<file path="src/start_seq_regs.svh">
`ifndef START_SEQ_REGS_SVH
`define START_SEQ_REGS_SVH
// clock and settling timeout
`define CLK_MHZ 250
`define SETTLE_TIMEOUT_US 64000
`define SETTLE_TIMEOUT_CYC (`SETTLE_TIMEOUT_US * `CLK_MHZ)
`define PROBE_TIMEOUT_CYC 50000
`define TMR_W 24
// otp geometry and header flag words (word addresses)
`define OTP_AW 13
`define WCNT_W 14
`define OTP_FLAG1_ADDR 13'h1fc0
`define OTP_FLAG2_ADDR 13'h1fc1
`define APP_FLAG1 32'h1234a5a5
`define APP_FLAG2 32'ha5a51234
// probe sequence
`define PROBE_LAST 4'ha
`define PROBE_FIRST_UART 4'h2
`define PROBE_SPIS 4'h6
`define PROBE_FIRST_I2C 4'h7
// pin maps per step: {clk, sel, din, dout}, 3-bit port 0 pin numbers
`define MAP_SPIM_A 12'h0f5
`define MAP_SPIM_B 12'h053
`define MAP_UART_A 12'h008
`define MAP_UART_B 12'h01a
`define MAP_UART_C 12'h02c
`define MAP_UART_D 12'h03e
`define MAP_SPIS_A 12'h0f5
`define MAP_I2C_A 12'h009
`define MAP_I2C_B 12'h41b
`define MAP_I2C_C 12'h82d
`define MAP_I2C_D 12'hc3f
`endif

</file>
<file path="src/start_seq_pkg.sv">
package start_seq_pkg;
  typedef enum logic [3:0] {
    ST_OFF, ST_CHECK, ST_BOOST_ON, ST_REG_ON, ST_XTAL_ON, ST_SETTLE,
    ST_MIRROR, ST_BOOT_F1, ST_BOOT_F2, ST_PROBE, ST_LINKED, ST_ACTIVE
  } state_t;
  typedef enum logic [1:0] {MODE_NONE, MODE_NORMAL, MODE_DEV, MODE_FAULTY} boot_mode_t;
  typedef enum logic [1:0] {IF_SPIM, IF_UART, IF_SPIS, IF_I2C} probe_if_t;
endpackage

</file>
<file path="src/system_start_sequencer.sv">
`timescale 1ns/1ps
`default_nettype none
`include "start_seq_regs.svh"
module system_start_sequencer #(
  parameter int SETTLE_CYCLES = `SETTLE_TIMEOUT_CYC,
  parameter int PROBE_CYCLES = `PROBE_TIMEOUT_CYC
) (
  // clock and power-on / hardware reset
  input wire logic clock_i,
  input wire logic nrst_i,
  // analog comparators and settled indications (asynchronous)
  input wire logic low_battery_input_i,
  input wire logic high_battery_input_i,
  input wire logic ldo_ok_i,
  input wire logic fast_crystal_osc_ok_i,
  input wire logic wake_i,
  // control bits
  input wire logic timeout_disable_i,
  input wire logic otp_copy_en_i,
  input wire logic force_boost_i,
  input wire logic force_buck_i,
  input wire logic sleep_req_i,
  input wire logic wcnt_load_i,
  input wire logic [`WCNT_W-1:0] wcnt_i,
  // analog enables
  output logic dcdc_en_o,
  output logic dcdc_boost_o,
  output logic bandgap_en_o,
  output logic core_ldo_en_o,
  output logic otp_ldo_en_o,
  output logic fast_crystal_osc_en_o,
  // status
  output logic cold_start_o,
  output logic settle_timeout_o,
  output logic cpu_run_o,
  output start_seq_pkg::boot_mode_t boot_mode_o,
  output logic [`WCNT_W-1:0] mirror_word_count_o,
  // otp read port
  output logic otp_rd_o,
  output logic [`OTP_AW-1:0] otp_addr_o,
  input wire logic otp_rvalid_i,
  input wire logic [31:0] otp_rdata_i,
  // system ram write port
  output logic sram_we_o,
  output logic [`OTP_AW-1:0] sram_addr_o,
  output logic [31:0] sram_wdata_o,
  // boot peripheral probing
  input wire logic probe_answer_i,
  output logic probe_send_o,
  output logic [3:0] probe_step_o,
  output start_seq_pkg::probe_if_t probe_if_o,
  output logic [11:0] probe_map_o,
  output logic probe_linked_o
);
  import start_seq_pkg::*;

  localparam logic [`TMR_W-1:0] SETTLE_LIM = SETTLE_CYCLES[`TMR_W-1:0];
  localparam logic [`TMR_W-1:0] PROBE_LIM = PROBE_CYCLES[`TMR_W-1:0];

  state_t state_q, state_d;
  logic [4:0] async_w, sync1_q, sync2_q;
  logic low_s, high_s, ldo_s, xtal_s, wake_s;
  logic [`TMR_W-1:0] tmr_q, ptmr_q;
  logic [`WCNT_W-1:0] idx_q;
  logic [`WCNT_W-1:0] wr_cnt_q;
  logic pend_q;
  logic [31:0] flag1_q;
  logic [3:0] step_q;
  logic [11:0] pin_map [0:10];

  // two-flop synchronisers, one per asynchronous input
  // no reset on purpose: they keep tracking the pins through reset, so the
  // supply check on the first edge after release sees real comparator levels
  assign async_w = {wake_i, fast_crystal_osc_ok_i, ldo_ok_i, high_battery_input_i, low_battery_input_i};
  genvar gi;
  generate
    for (gi = 0; gi < 5; gi++) begin : g_sync
      always_ff @(posedge clock_i) begin
        sync1_q[gi] <= async_w[gi];
        sync2_q[gi] <= sync1_q[gi];
      end
    end
  endgenerate
  assign {wake_s, xtal_s, ldo_s, high_s, low_s} = sync2_q;

  // supply decision: forcing beats the comparators
  wire boost_first = force_boost_i | (!force_buck_i & low_s);
  wire boost_second = force_boost_i | (!force_buck_i & !high_s & low_s);
  wire settle_ok = ldo_s & xtal_s;
  wire settle_to = !timeout_disable_i & (tmr_q == SETTLE_LIM);
  wire settle_done = settle_ok | settle_to;

  // otp read requests: one outstanding at a time
  wire mirror_more = otp_copy_en_i & (idx_q != mirror_word_count_o);
  wire need_read = ((state_q == ST_MIRROR) & mirror_more) | (state_q == ST_BOOT_F1) | (state_q == ST_BOOT_F2);
  wire issue = need_read & !pend_q;
  wire mirror_done = (state_q == ST_MIRROR) & !mirror_more & !pend_q;
  wire app_ok = (flag1_q == `APP_FLAG1) & (otp_rdata_i == `APP_FLAG2);
  wire otp_blank = (flag1_q == 32'h0000_0000) & (otp_rdata_i == 32'h0000_0000);
  wire boot_rx = (state_q == ST_BOOT_F2) & otp_rvalid_i;

  // probe stepping, wraps to the first step after the last
  wire [3:0] step_next = (step_q == `PROBE_LAST) ? 4'h0 : step_q + 4'h1;
  wire probe_to = (state_q == ST_PROBE) & !probe_answer_i & (ptmr_q == PROBE_LIM);
  wire probe_enter = boot_rx & !app_ok;
  wire [3:0] step_new = probe_enter ? 4'h0 : step_next;

  // pin set table
  assign pin_map[0] = `MAP_SPIM_A;
  assign pin_map[1] = `MAP_SPIM_B;
  assign pin_map[2] = `MAP_UART_A;
  assign pin_map[3] = `MAP_UART_B;
  assign pin_map[4] = `MAP_UART_C;
  assign pin_map[5] = `MAP_UART_D;
  assign pin_map[6] = `MAP_SPIS_A;
  assign pin_map[7] = `MAP_I2C_A;
  assign pin_map[8] = `MAP_I2C_B;
  assign pin_map[9] = `MAP_I2C_C;
  assign pin_map[10] = `MAP_I2C_D;
  wire probe_if_t if_new = (step_new < `PROBE_FIRST_UART) ? IF_SPIM :
                           (step_new < `PROBE_SPIS) ? IF_UART :
                           (step_new < `PROBE_FIRST_I2C) ? IF_SPIS : IF_I2C;

  // stage sequencing
  always_comb begin
    state_d = state_q;
    unique case (state_q)
      ST_OFF: if (wake_s) state_d = ST_CHECK;
      ST_CHECK: state_d = boost_first ? ST_BOOST_ON : ST_REG_ON;
      ST_BOOST_ON: state_d = ST_REG_ON;
      ST_REG_ON: state_d = ST_XTAL_ON;
      ST_XTAL_ON: state_d = ST_SETTLE;
      ST_SETTLE: if (settle_done) state_d = cold_start_o ? ST_BOOT_F1 : ST_MIRROR;
      ST_MIRROR: if (mirror_done) state_d = ST_ACTIVE;
      ST_BOOT_F1: if (otp_rvalid_i) state_d = ST_BOOT_F2;
      ST_BOOT_F2: if (otp_rvalid_i) state_d = app_ok ? ST_ACTIVE : ST_PROBE;
      ST_PROBE: if (probe_answer_i) state_d = ST_LINKED;
      ST_LINKED: state_d = ST_LINKED;
      ST_ACTIVE: if (sleep_req_i) state_d = ST_OFF;
    endcase
  end

  // reset lands straight in the supply check: a cold start
  always_ff @(posedge clock_i or negedge nrst_i) begin
    if (!nrst_i) state_q <= ST_CHECK;
    else state_q <= state_d;
  end

  // cold flag only cleared once boot has handed over; a wake keeps it low
  always_ff @(posedge clock_i or negedge nrst_i) begin
    if (!nrst_i) cold_start_o <= 1'b1;
    else if (boot_rx) cold_start_o <= 1'b0;
  end

  // analog enables, all dropped while asleep
  always_ff @(posedge clock_i or negedge nrst_i) begin
    if (!nrst_i) begin
      {dcdc_en_o, dcdc_boost_o, bandgap_en_o, core_ldo_en_o, otp_ldo_en_o} <= 5'h00;
      fast_crystal_osc_en_o <= 1'b0;
    end else if (state_q == ST_OFF) begin
      {dcdc_en_o, dcdc_boost_o, bandgap_en_o, core_ldo_en_o, otp_ldo_en_o} <= 5'h00;
      fast_crystal_osc_en_o <= 1'b0;
    end else if (state_q == ST_CHECK) begin
      dcdc_en_o <= boost_first;
      dcdc_boost_o <= boost_first;
    end else if (state_q == ST_REG_ON) begin
      {dcdc_en_o, bandgap_en_o, core_ldo_en_o, otp_ldo_en_o} <= 4'hf;
    end else if (state_q == ST_XTAL_ON) begin
      fast_crystal_osc_en_o <= 1'b1;
      dcdc_boost_o <= boost_second;
    end
  end

  // settling timer and timeout flag; 24 bits cover 64 ms at 250 MHz
  always_ff @(posedge clock_i or negedge nrst_i) begin
    if (!nrst_i) begin
      tmr_q <= '0;
      settle_timeout_o <= 1'b0;
    end else begin
      tmr_q <= (state_q == ST_SETTLE && !settle_done) ? tmr_q + 1'b1 : '0;
      if (state_q == ST_CHECK) settle_timeout_o <= 1'b0;
      else if (state_q == ST_SETTLE && settle_to && !settle_ok) settle_timeout_o <= 1'b1;
    end
  end

  // word count lives only under power-on reset so it survives sleep
  always_ff @(posedge clock_i or negedge nrst_i) begin
    if (!nrst_i) mirror_word_count_o <= '0;
    else if (wcnt_load_i) mirror_word_count_o <= wcnt_i;
  end

  // otp request port; the address follows the stage asking
  always_ff @(posedge clock_i or negedge nrst_i) begin
    if (!nrst_i) begin
      pend_q <= 1'b0;
      otp_rd_o <= 1'b0;
      otp_addr_o <= '0;
    end else begin
      pend_q <= issue | (pend_q & !otp_rvalid_i);
      otp_rd_o <= issue;
      if (issue) otp_addr_o <= (state_q == ST_MIRROR) ? idx_q[`OTP_AW-1:0] :
                               (state_q == ST_BOOT_F1) ? `OTP_FLAG1_ADDR : `OTP_FLAG2_ADDR;
    end
  end

  // wake-up mirror engine: each returned word goes straight to ram
  always_ff @(posedge clock_i or negedge nrst_i) begin
    if (!nrst_i) begin
      idx_q <= '0;
      sram_we_o <= 1'b0;
      sram_addr_o <= '0;
      sram_wdata_o <= '0;
    end else begin
      sram_we_o <= (state_q == ST_MIRROR) & otp_rvalid_i;
      if (state_q != ST_MIRROR) idx_q <= '0;
      else if (otp_rvalid_i) begin
        idx_q <= idx_q + 1'b1;
        sram_addr_o <= idx_q[`OTP_AW-1:0];
        sram_wdata_o <= otp_rdata_i;
      end
    end
  end

  // ram writes seen in the current mirror pass; lets the count check see real pulses
  always_ff @(posedge clock_i or negedge nrst_i) begin
    if (!nrst_i) wr_cnt_q <= '0;
    else if (state_q != ST_MIRROR) wr_cnt_q <= '0;
    else if (sram_we_o) wr_cnt_q <= wr_cnt_q + 1'b1;
  end

  // boot decision from the two application flags
  always_ff @(posedge clock_i or negedge nrst_i) begin
    if (!nrst_i) begin
      flag1_q <= '0;
      boot_mode_o <= MODE_NONE;
    end else begin
      if (state_q == ST_BOOT_F1 && otp_rvalid_i) flag1_q <= otp_rdata_i;
      if (boot_rx) boot_mode_o <= app_ok ? MODE_NORMAL : otp_blank ? MODE_DEV : MODE_FAULTY;
    end
  end

  // cpu runs once a stage hands over control
  always_ff @(posedge clock_i or negedge nrst_i) begin
    if (!nrst_i) cpu_run_o <= 1'b0;
    else cpu_run_o <= (state_d == ST_ACTIVE) | (state_d == ST_LINKED);
  end

  // probe sequencer; step, interface and pin set move together
  always_ff @(posedge clock_i or negedge nrst_i) begin
    if (!nrst_i) begin
      step_q <= 4'h0;
      ptmr_q <= '0;
      probe_send_o <= 1'b0;
      probe_if_o <= IF_SPIM;
      probe_map_o <= 12'h000;
      probe_linked_o <= 1'b0;
    end else begin
      probe_send_o <= probe_enter | probe_to;
      ptmr_q <= (state_q == ST_PROBE && !probe_to) ? ptmr_q + 1'b1 : '0;
      probe_linked_o <= (state_d == ST_LINKED);
      if (probe_enter || probe_to) begin
        step_q <= step_new;
        probe_if_o <= if_new;
        probe_map_o <= pin_map[step_new];
      end
    end
  end
  assign probe_step_o = step_q;
endmodule
`default_nettype wire

</file>
<file path="config.mk">
export PLATFORM = sky130hd
export DESIGN_NAME = system_start_sequencer
export DESIGN_NICKNAME = d
export VERILOG_FILES = /design/src/start_seq_pkg.sv /design/src/system_start_sequencer.sv
export VERILOG_INCLUDE_DIRS = /design/src
export SDC_FILE = /design/constraint.sdc
export NUM_CORES = 1
export LEC_CHECK = 0
export BUFFER_PORTS_ARGS = -buffer_cell sky130_fd_sc_hd__buf_2
export CAP_MARGIN = 30
export CORE_MARGIN = 1
export CORE_UTILIZATION = 51
export CTS_CLUSTER_DIAMETER = 30
export DETAILED_ROUTE_END_ITERATION = 12
export GPL_ROUTABILITY_DRIVEN = 0
export PLACE_DENSITY = 0.8
export SYNTH_ARGS = -nofsm -noshare
export SYNTH_HDL_FRONTEND = slang
export SYNTH_SLANG_ARGS = --single-unit
</file>
<file path="constraint.sdc">
create_clock -name clock_i -period 3.1 [get_ports clock_i]
set_clock_uncertainty 0.2 [all_clocks]
set_input_delay 0.31 -clock clock_i [delete_from_list [all_inputs] [get_ports clock_i]]
set_output_delay 0.31 -clock clock_i [all_outputs]
set_load 0.05 [all_outputs]
</file>
==> insert_results.sql <==
INSERT INTO impl_metrics (metric_group, metric, value, unit) VALUES
('global_routing', 'grt_overflow_total', '0', ''),
('worst_hold_path', 'hold_path.class', 'in2reg', ''),
('worst_setup_path', 'reg2reg_setup_slack', '0.11', 'ns'),
('clock_network', 'clk_root_buffer_cell', 'sky130_fd_sc_hd__clkbuf_16', ''),
('route', 'drt.antenna.violating_nets', '0', ''),
('power_and_ir_drop', 'switching_share', '35.28', '%'),
('power_and_ir_drop', 'ir_drop', '0.0008790', 'V'),
('worst_setup_path', 'reg2reg_from', 'flag1_q[3]$_DFFE_PN0P_', ''),
('placement', 'io_buffers', '163', ''),
('outcome', 'run_status', 'complete, no violations', ''),
('route', 'drcViolationCount', '0', ''),
('sta', 'worst_margin_pin_slew', '0.8245', 'ns'),
('clock_network', 'cts_inserted_buffers', '42', ''),
('sta', 'max_slew_margin', '44.88', '%'),
('finish', 'utilization', '70.58', '%'),
('power_and_ir_drop', 'net-switching-power', '0.004022', 'W'),
('route', 'routed_wire_length_per_instance', '18.41', 'um'),
('sta', 'report.final.hold_viol_count', '0', ''),
('synthesis', 'async_reset_ff_share', '95.22', '%'),
('placement', 'dp_worst_setup_slack', '-0.3401', 'ns'),
('job', 'cap_violations', '0', ''),
('finish', 'post_route_cells_drive_above_1_share', '34.06', '%'),
('sta', 'final_max_slew_viol_count', '0', ''),
('worst_hold_path', 'min_to', 'state_q[3]$_DFF_PN0_', ''),
('placement', 'placed_wire_length_estimate_after_detailed_placement', '16330', 'um'),
('synthesis', 'ys_seq_elements', '209', ''),
('synthesis', 'synth_area_per_cell', '10.95', 'um^2'),
('finish', 'nFillCells', '1237', ''),
('floorplanning', 'initial_core_util', '52.03', '%'),
('clock_network', 'cts_tree', 'built', ''),
('finish', 'area_growth', '35.66', '%'),
('global_routing', 'first_global_vias', '8243', ''),
('synthesis', 'number_of_different_library_cells_in_the_post_synthesis_netlist', '64', ''),
('floorplanning', 'floorplan.rows', '50', ''),
('floorplanning', 'die_x', '139.9', 'um'),
('floorplanning', 'io-pin-count', '166', ''),
('floorplanning', 'floorplan.core_area', '0.01864', 'mm^2'),
('route', 'detail_route.vias_per_cell', '5.681', ''),
('sta', 'final_setup_slack_of_the_worst_path', '0.1114', 'ns'),
('power_and_ir_drop', 'internal_dissipation', '0.007377', 'W'),
('clock_network', 'clkLatencyLatePin', '0.50', 'ns'),
('worst_setup_path', 'crit_path_end_kind', 'register', ''),
('power_and_ir_drop', 'fraction_of_power_consumed_by_sequential_logic', '32.4', '%'),
('worst_setup_path', 'critical_path_class', 'reg2reg', ''),
('sta', 'setup_viol', '0', ''),
('sta', 'max_freq', '334.6', 'MHz'),
('global_routing', 'grt_start_max_net_pins', '78', ''),
('route', 'drtPass1Iterations', '5', ''),
('worst_setup_path', 'path_max_fanout', '4', ''),
('synthesis', 'synth-edff-count', '0', ''),
('synthesis', 'seq_area_frac_synth', '53.43', '%'),
('sta', 'fin_tns_setup', '0', 'ns'),
('clock_network', 'path_clk_slew', '0.05', 'ns'),
('worst_hold_path', 'min_delay_path_depth', '4', ''),
('global_routing', 'antenna_found_initial', '1', ''),
('clock_network', 'cts_htree_levels', '2', ''),
('worst_setup_path', 'critical_path.reg2reg.endpoint', 'probe_map_o[4]$_DFFE_PN0P_', ''),
('global_routing', 'globalRouteTotalUtil', '27.27', '%'),
('synthesis', 'postSynthCellCount', '886', ''),
('finish', 'final_nets', '1228', ''),
('power_and_ir_drop', 'combinational_group_share_of_total_power', '29.1', '%'),
('clock_network', 'clock_tree.buffer_depth', '3', ''),
('clock_network', 'cts_sinks', '209', ''),
('worst_setup_path', 'worst_ep_required_time', '3.30', 'ns'),
('power_and_ir_drop', 'p_leak', '6.180', 'nW'),
('worst_setup_path', 'critPathLaunchType', 'register', ''),
('synthesis', 'synthesis.area', '0.009699', 'mm^2'),
('route', 'total_wirelength_of_the_detailed_routed_design', '26170', 'um'),
('route', 'detailroute.via_count', '8073', ''),
('sta', 'fin_crit_sh', '96.41', '%'),
('sta', 'layout_min_cycle_time', '2.989', 'ns'),
('synthesis', 'ys.warnings.count', '0', ''),
('worst_setup_path', 'timing.reg2reg.worst_path_depth', '13', ''),
('synthesis', 'synth_flop_cell', 'sky130_fd_sc_hd__dfrtp_1', ''),
('power_and_ir_drop', 'power.density_cell_area', '866.3', 'mW/mm^2'),
('worst_setup_path', 'worst_setup_path_startpoint', 'flag1_q[3]$_DFFE_PN0P_', ''),
('power_and_ir_drop', 'clock_power_share', '38.5', '%'),
('worst_hold_path', 'hold_path.startpoint', 'sleep_req_i', ''),
('floorplanning', 'fp.dieH', '139.9', 'um'),
('floorplanning', 'floorplan_die_area', '0.01957', 'mm^2'),
('worst_setup_path', 'cp_arrival', '3.18', 'ns'),
('route', 'drt_iter0_markers', '442', ''),
('global_routing', 'grt_pass1_wl', '42340', 'um');
-- stage by stage --
stage / hold WS (ns) / total power (W) / instances / instance area, um^2
global placement: 0.1141 / 0.006774 / 1290 / 11070
CTS: 0.02172 / 0.01137 / 1419 / 13080
global route: 0.06038 / 0.01185 / 1421 / 13160
floorplan: -0.1856 / 0.005960 / 887 / 9703
finish: 0.03565 / 0.01140 / 1421 / 13160
detailed placement: 0.1121 / 0.006863 / 1290 / 11070
-- what timing repair did --
item / 4_1_cts / 5_1_grt
setup endpoints to repair: 6 / 9
buffers inserted: 1 / 2
pin swaps: 3 / 6
resized for setup: 13 / 14
hold buffers: 54 / 0
hold endpoints to repair: 160 / 0
-- critical path, stage by stage (launching register included) --
cell	delay [ns]
sky130_fd_sc_hd__dfrtp_1	0.38
sky130_fd_sc_hd__nor4_2	0.27
sky130_fd_sc_hd__buf_4	0.15
sky130_fd_sc_hd__nand4_1	0.17
sky130_fd_sc_hd__nor3_4	0.23
sky130_fd_sc_hd__a31oi_4	0.16
sky130_fd_sc_hd__or2_4	0.29
sky130_fd_sc_hd__buf_4	0.14
sky130_fd_sc_hd__ha_2	0.22
sky130_fd_sc_hd__nor2b_4	0.17
sky130_fd_sc_hd__a21oi_1	0.06
sky130_fd_sc_hd__nor2_1	0.16
sky130_fd_sc_hd__a2111oi_2	0.06
sky130_fd_sc_hd__o32ai_1	0.21
-- synthesized netlist by cell type (all sizes together) (4+ instances only) --
library cell	number	area, um^2
mux2i	15	150.1
nand3	29	145.1
nor2b	10	62.56
and4	10	87.58
inv	35	131.4
and2	5	31.28
nor2	90	337.8
clkbuf	40	150.1
nand2b	10	62.56
nor4b	4	35.03
nand2	45	168.9
nand4	28	175.2
o21ai	17	85.08
and3	9	56.30
a21oi	30	150.1
mux2	91	1025
or3	9	56.30
ha	11	137.6
dfxtp	10	200.2
xnor2	20	175.2
nor3	18	90.09
dfrtp	197	4930
nor4bb	4	40.04
nor4	28	175.2
buf	8	52.55
o22ai	4	25.02
xor2	48	420.4
-- sequential cells by signal, indices dropped and copies added (netlist names), 2 cells and up --
register	count
idx_q	14
sram_addr_o	13
tmr_q	24
otp_addr_o	13
boot_mode_o	2
probe_step_o	4
probe_map_o	9
ptmr_q	24
mirror_word_count_o	14
flag1_q	32
sram_wdata_o	32
probe_if_o	2
state_q	4
sync1_q	5
-- kinds of logic (layout without fill, tap and decap cells) --
family,Yosys count,in the layout,synth area share [%]
AOI/OAI and AO/OA,97,97,6.721
xor gates and xnor gates,68,68,6.140
adders and majority gates,11,11,1.419
buffers and inverters,83,382,3.444
DFF,209,209,53.43
muxes,106,106,12.11
other,1,3,0.03866
and+or+nand+nor,311,311,16.69
-- layout by cell type (no fill, tap or decap), types with 15 or more instances in the layout --
cell / Yosys / routed
sky130_fd_sc_hd__mux2i_1: 15 / 15
sky130_fd_sc_hd__nor4_1: 28 / 23
sky130_fd_sc_hd__nand2_1: 45 / 44
sky130_fd_sc_hd__nor2_1: 90 / 89
sky130_fd_sc_hd__a21oi_1: 30 / 28
sky130_fd_sc_hd__mux2_2: 91 / 91
sky130_fd_sc_hd__dlygate4sd3_1: 0 / 53
sky130_fd_sc_hd__xnor2_1: 20 / 20
sky130_fd_sc_hd__buf_4: 6 / 53
sky130_fd_sc_hd__nand3_1: 29 / 29
sky130_fd_sc_hd__inv_1: 35 / 35
sky130_fd_sc_hd__nor3_1: 18 / 17
sky130_fd_sc_hd__o21ai_0: 16 / 16
sky130_fd_sc_hd__dfrtp_1: 197 / 197
sky130_fd_sc_hd__buf_2: 0 / 161
sky130_fd_sc_hd__xor2_1: 48 / 48
sky130_fd_sc_hd__clkbuf_16: 0 / 43
sky130_fd_sc_hd__nand4_1: 28 / 28
-- area by class of cell --
type	count	area [um^2]	share of cell area [%]
clock buffers	52	1130	8.587
multi-input cells	595	4328	32.89
flip-flops and latches	209	5182	39.39
repair buffers	273	1832	13.92
diodes	1	2.502	0.01902
inverters	35	131.4	0.9985
well taps	234	292.8	2.225
clock inverters	22	259.0	1.968
-- power groups by stage --
stage / clock network (W) / registers (W) / logic (W)
6_report: 0.00439 / 0.00369 / 0.00332
5_1_grt: 0.00460 / 0.00374 / 0.00351
4_1_cts: 0.00443 / 0.00366 / 0.00327
3_5_place_dp: 0 / 0.00368 / 0.00318
3_3_place_gp: 0 / 0.00365 / 0.00313
2_1_floorplan: 0 / 0.00476 / 0.00120
-- per-layer routing --
| metal | GRT usage (%) | wire length [um] | share of wire (%) |
|---|---|---|---|
| met1 | 33.81 | 10290 | 39 |
| met3 | 5.573 | 1695 | 6.5 |
| met5 | 0 | 0 | 0 |
| met2 | 46.21 | 13250 | 51 |
| met4 | 12.15 | 928 | 3.5 |
-- how the worst max path moves through the flow --
stage | endpoint | slack (ns)
finish | probe_map_o[4]$_DFFE_PN0P_ | 0.11
global route | probe_map_o[4]$_DFFE_PN0P_ | -0.03
CTS | probe_map_o[4]$_DFFE_PN0P_ | 0.003
detailed placement | probe_map_o[4]$_DFFE_PN0P_ | -0.34
global placement | probe_map_o[4]$_DFFE_PN0P_ | -0.14
floorplan | probe_map_o[4]$_DFFE_PN0P_ | 0.09
Power figures use the tool's default switching activity.
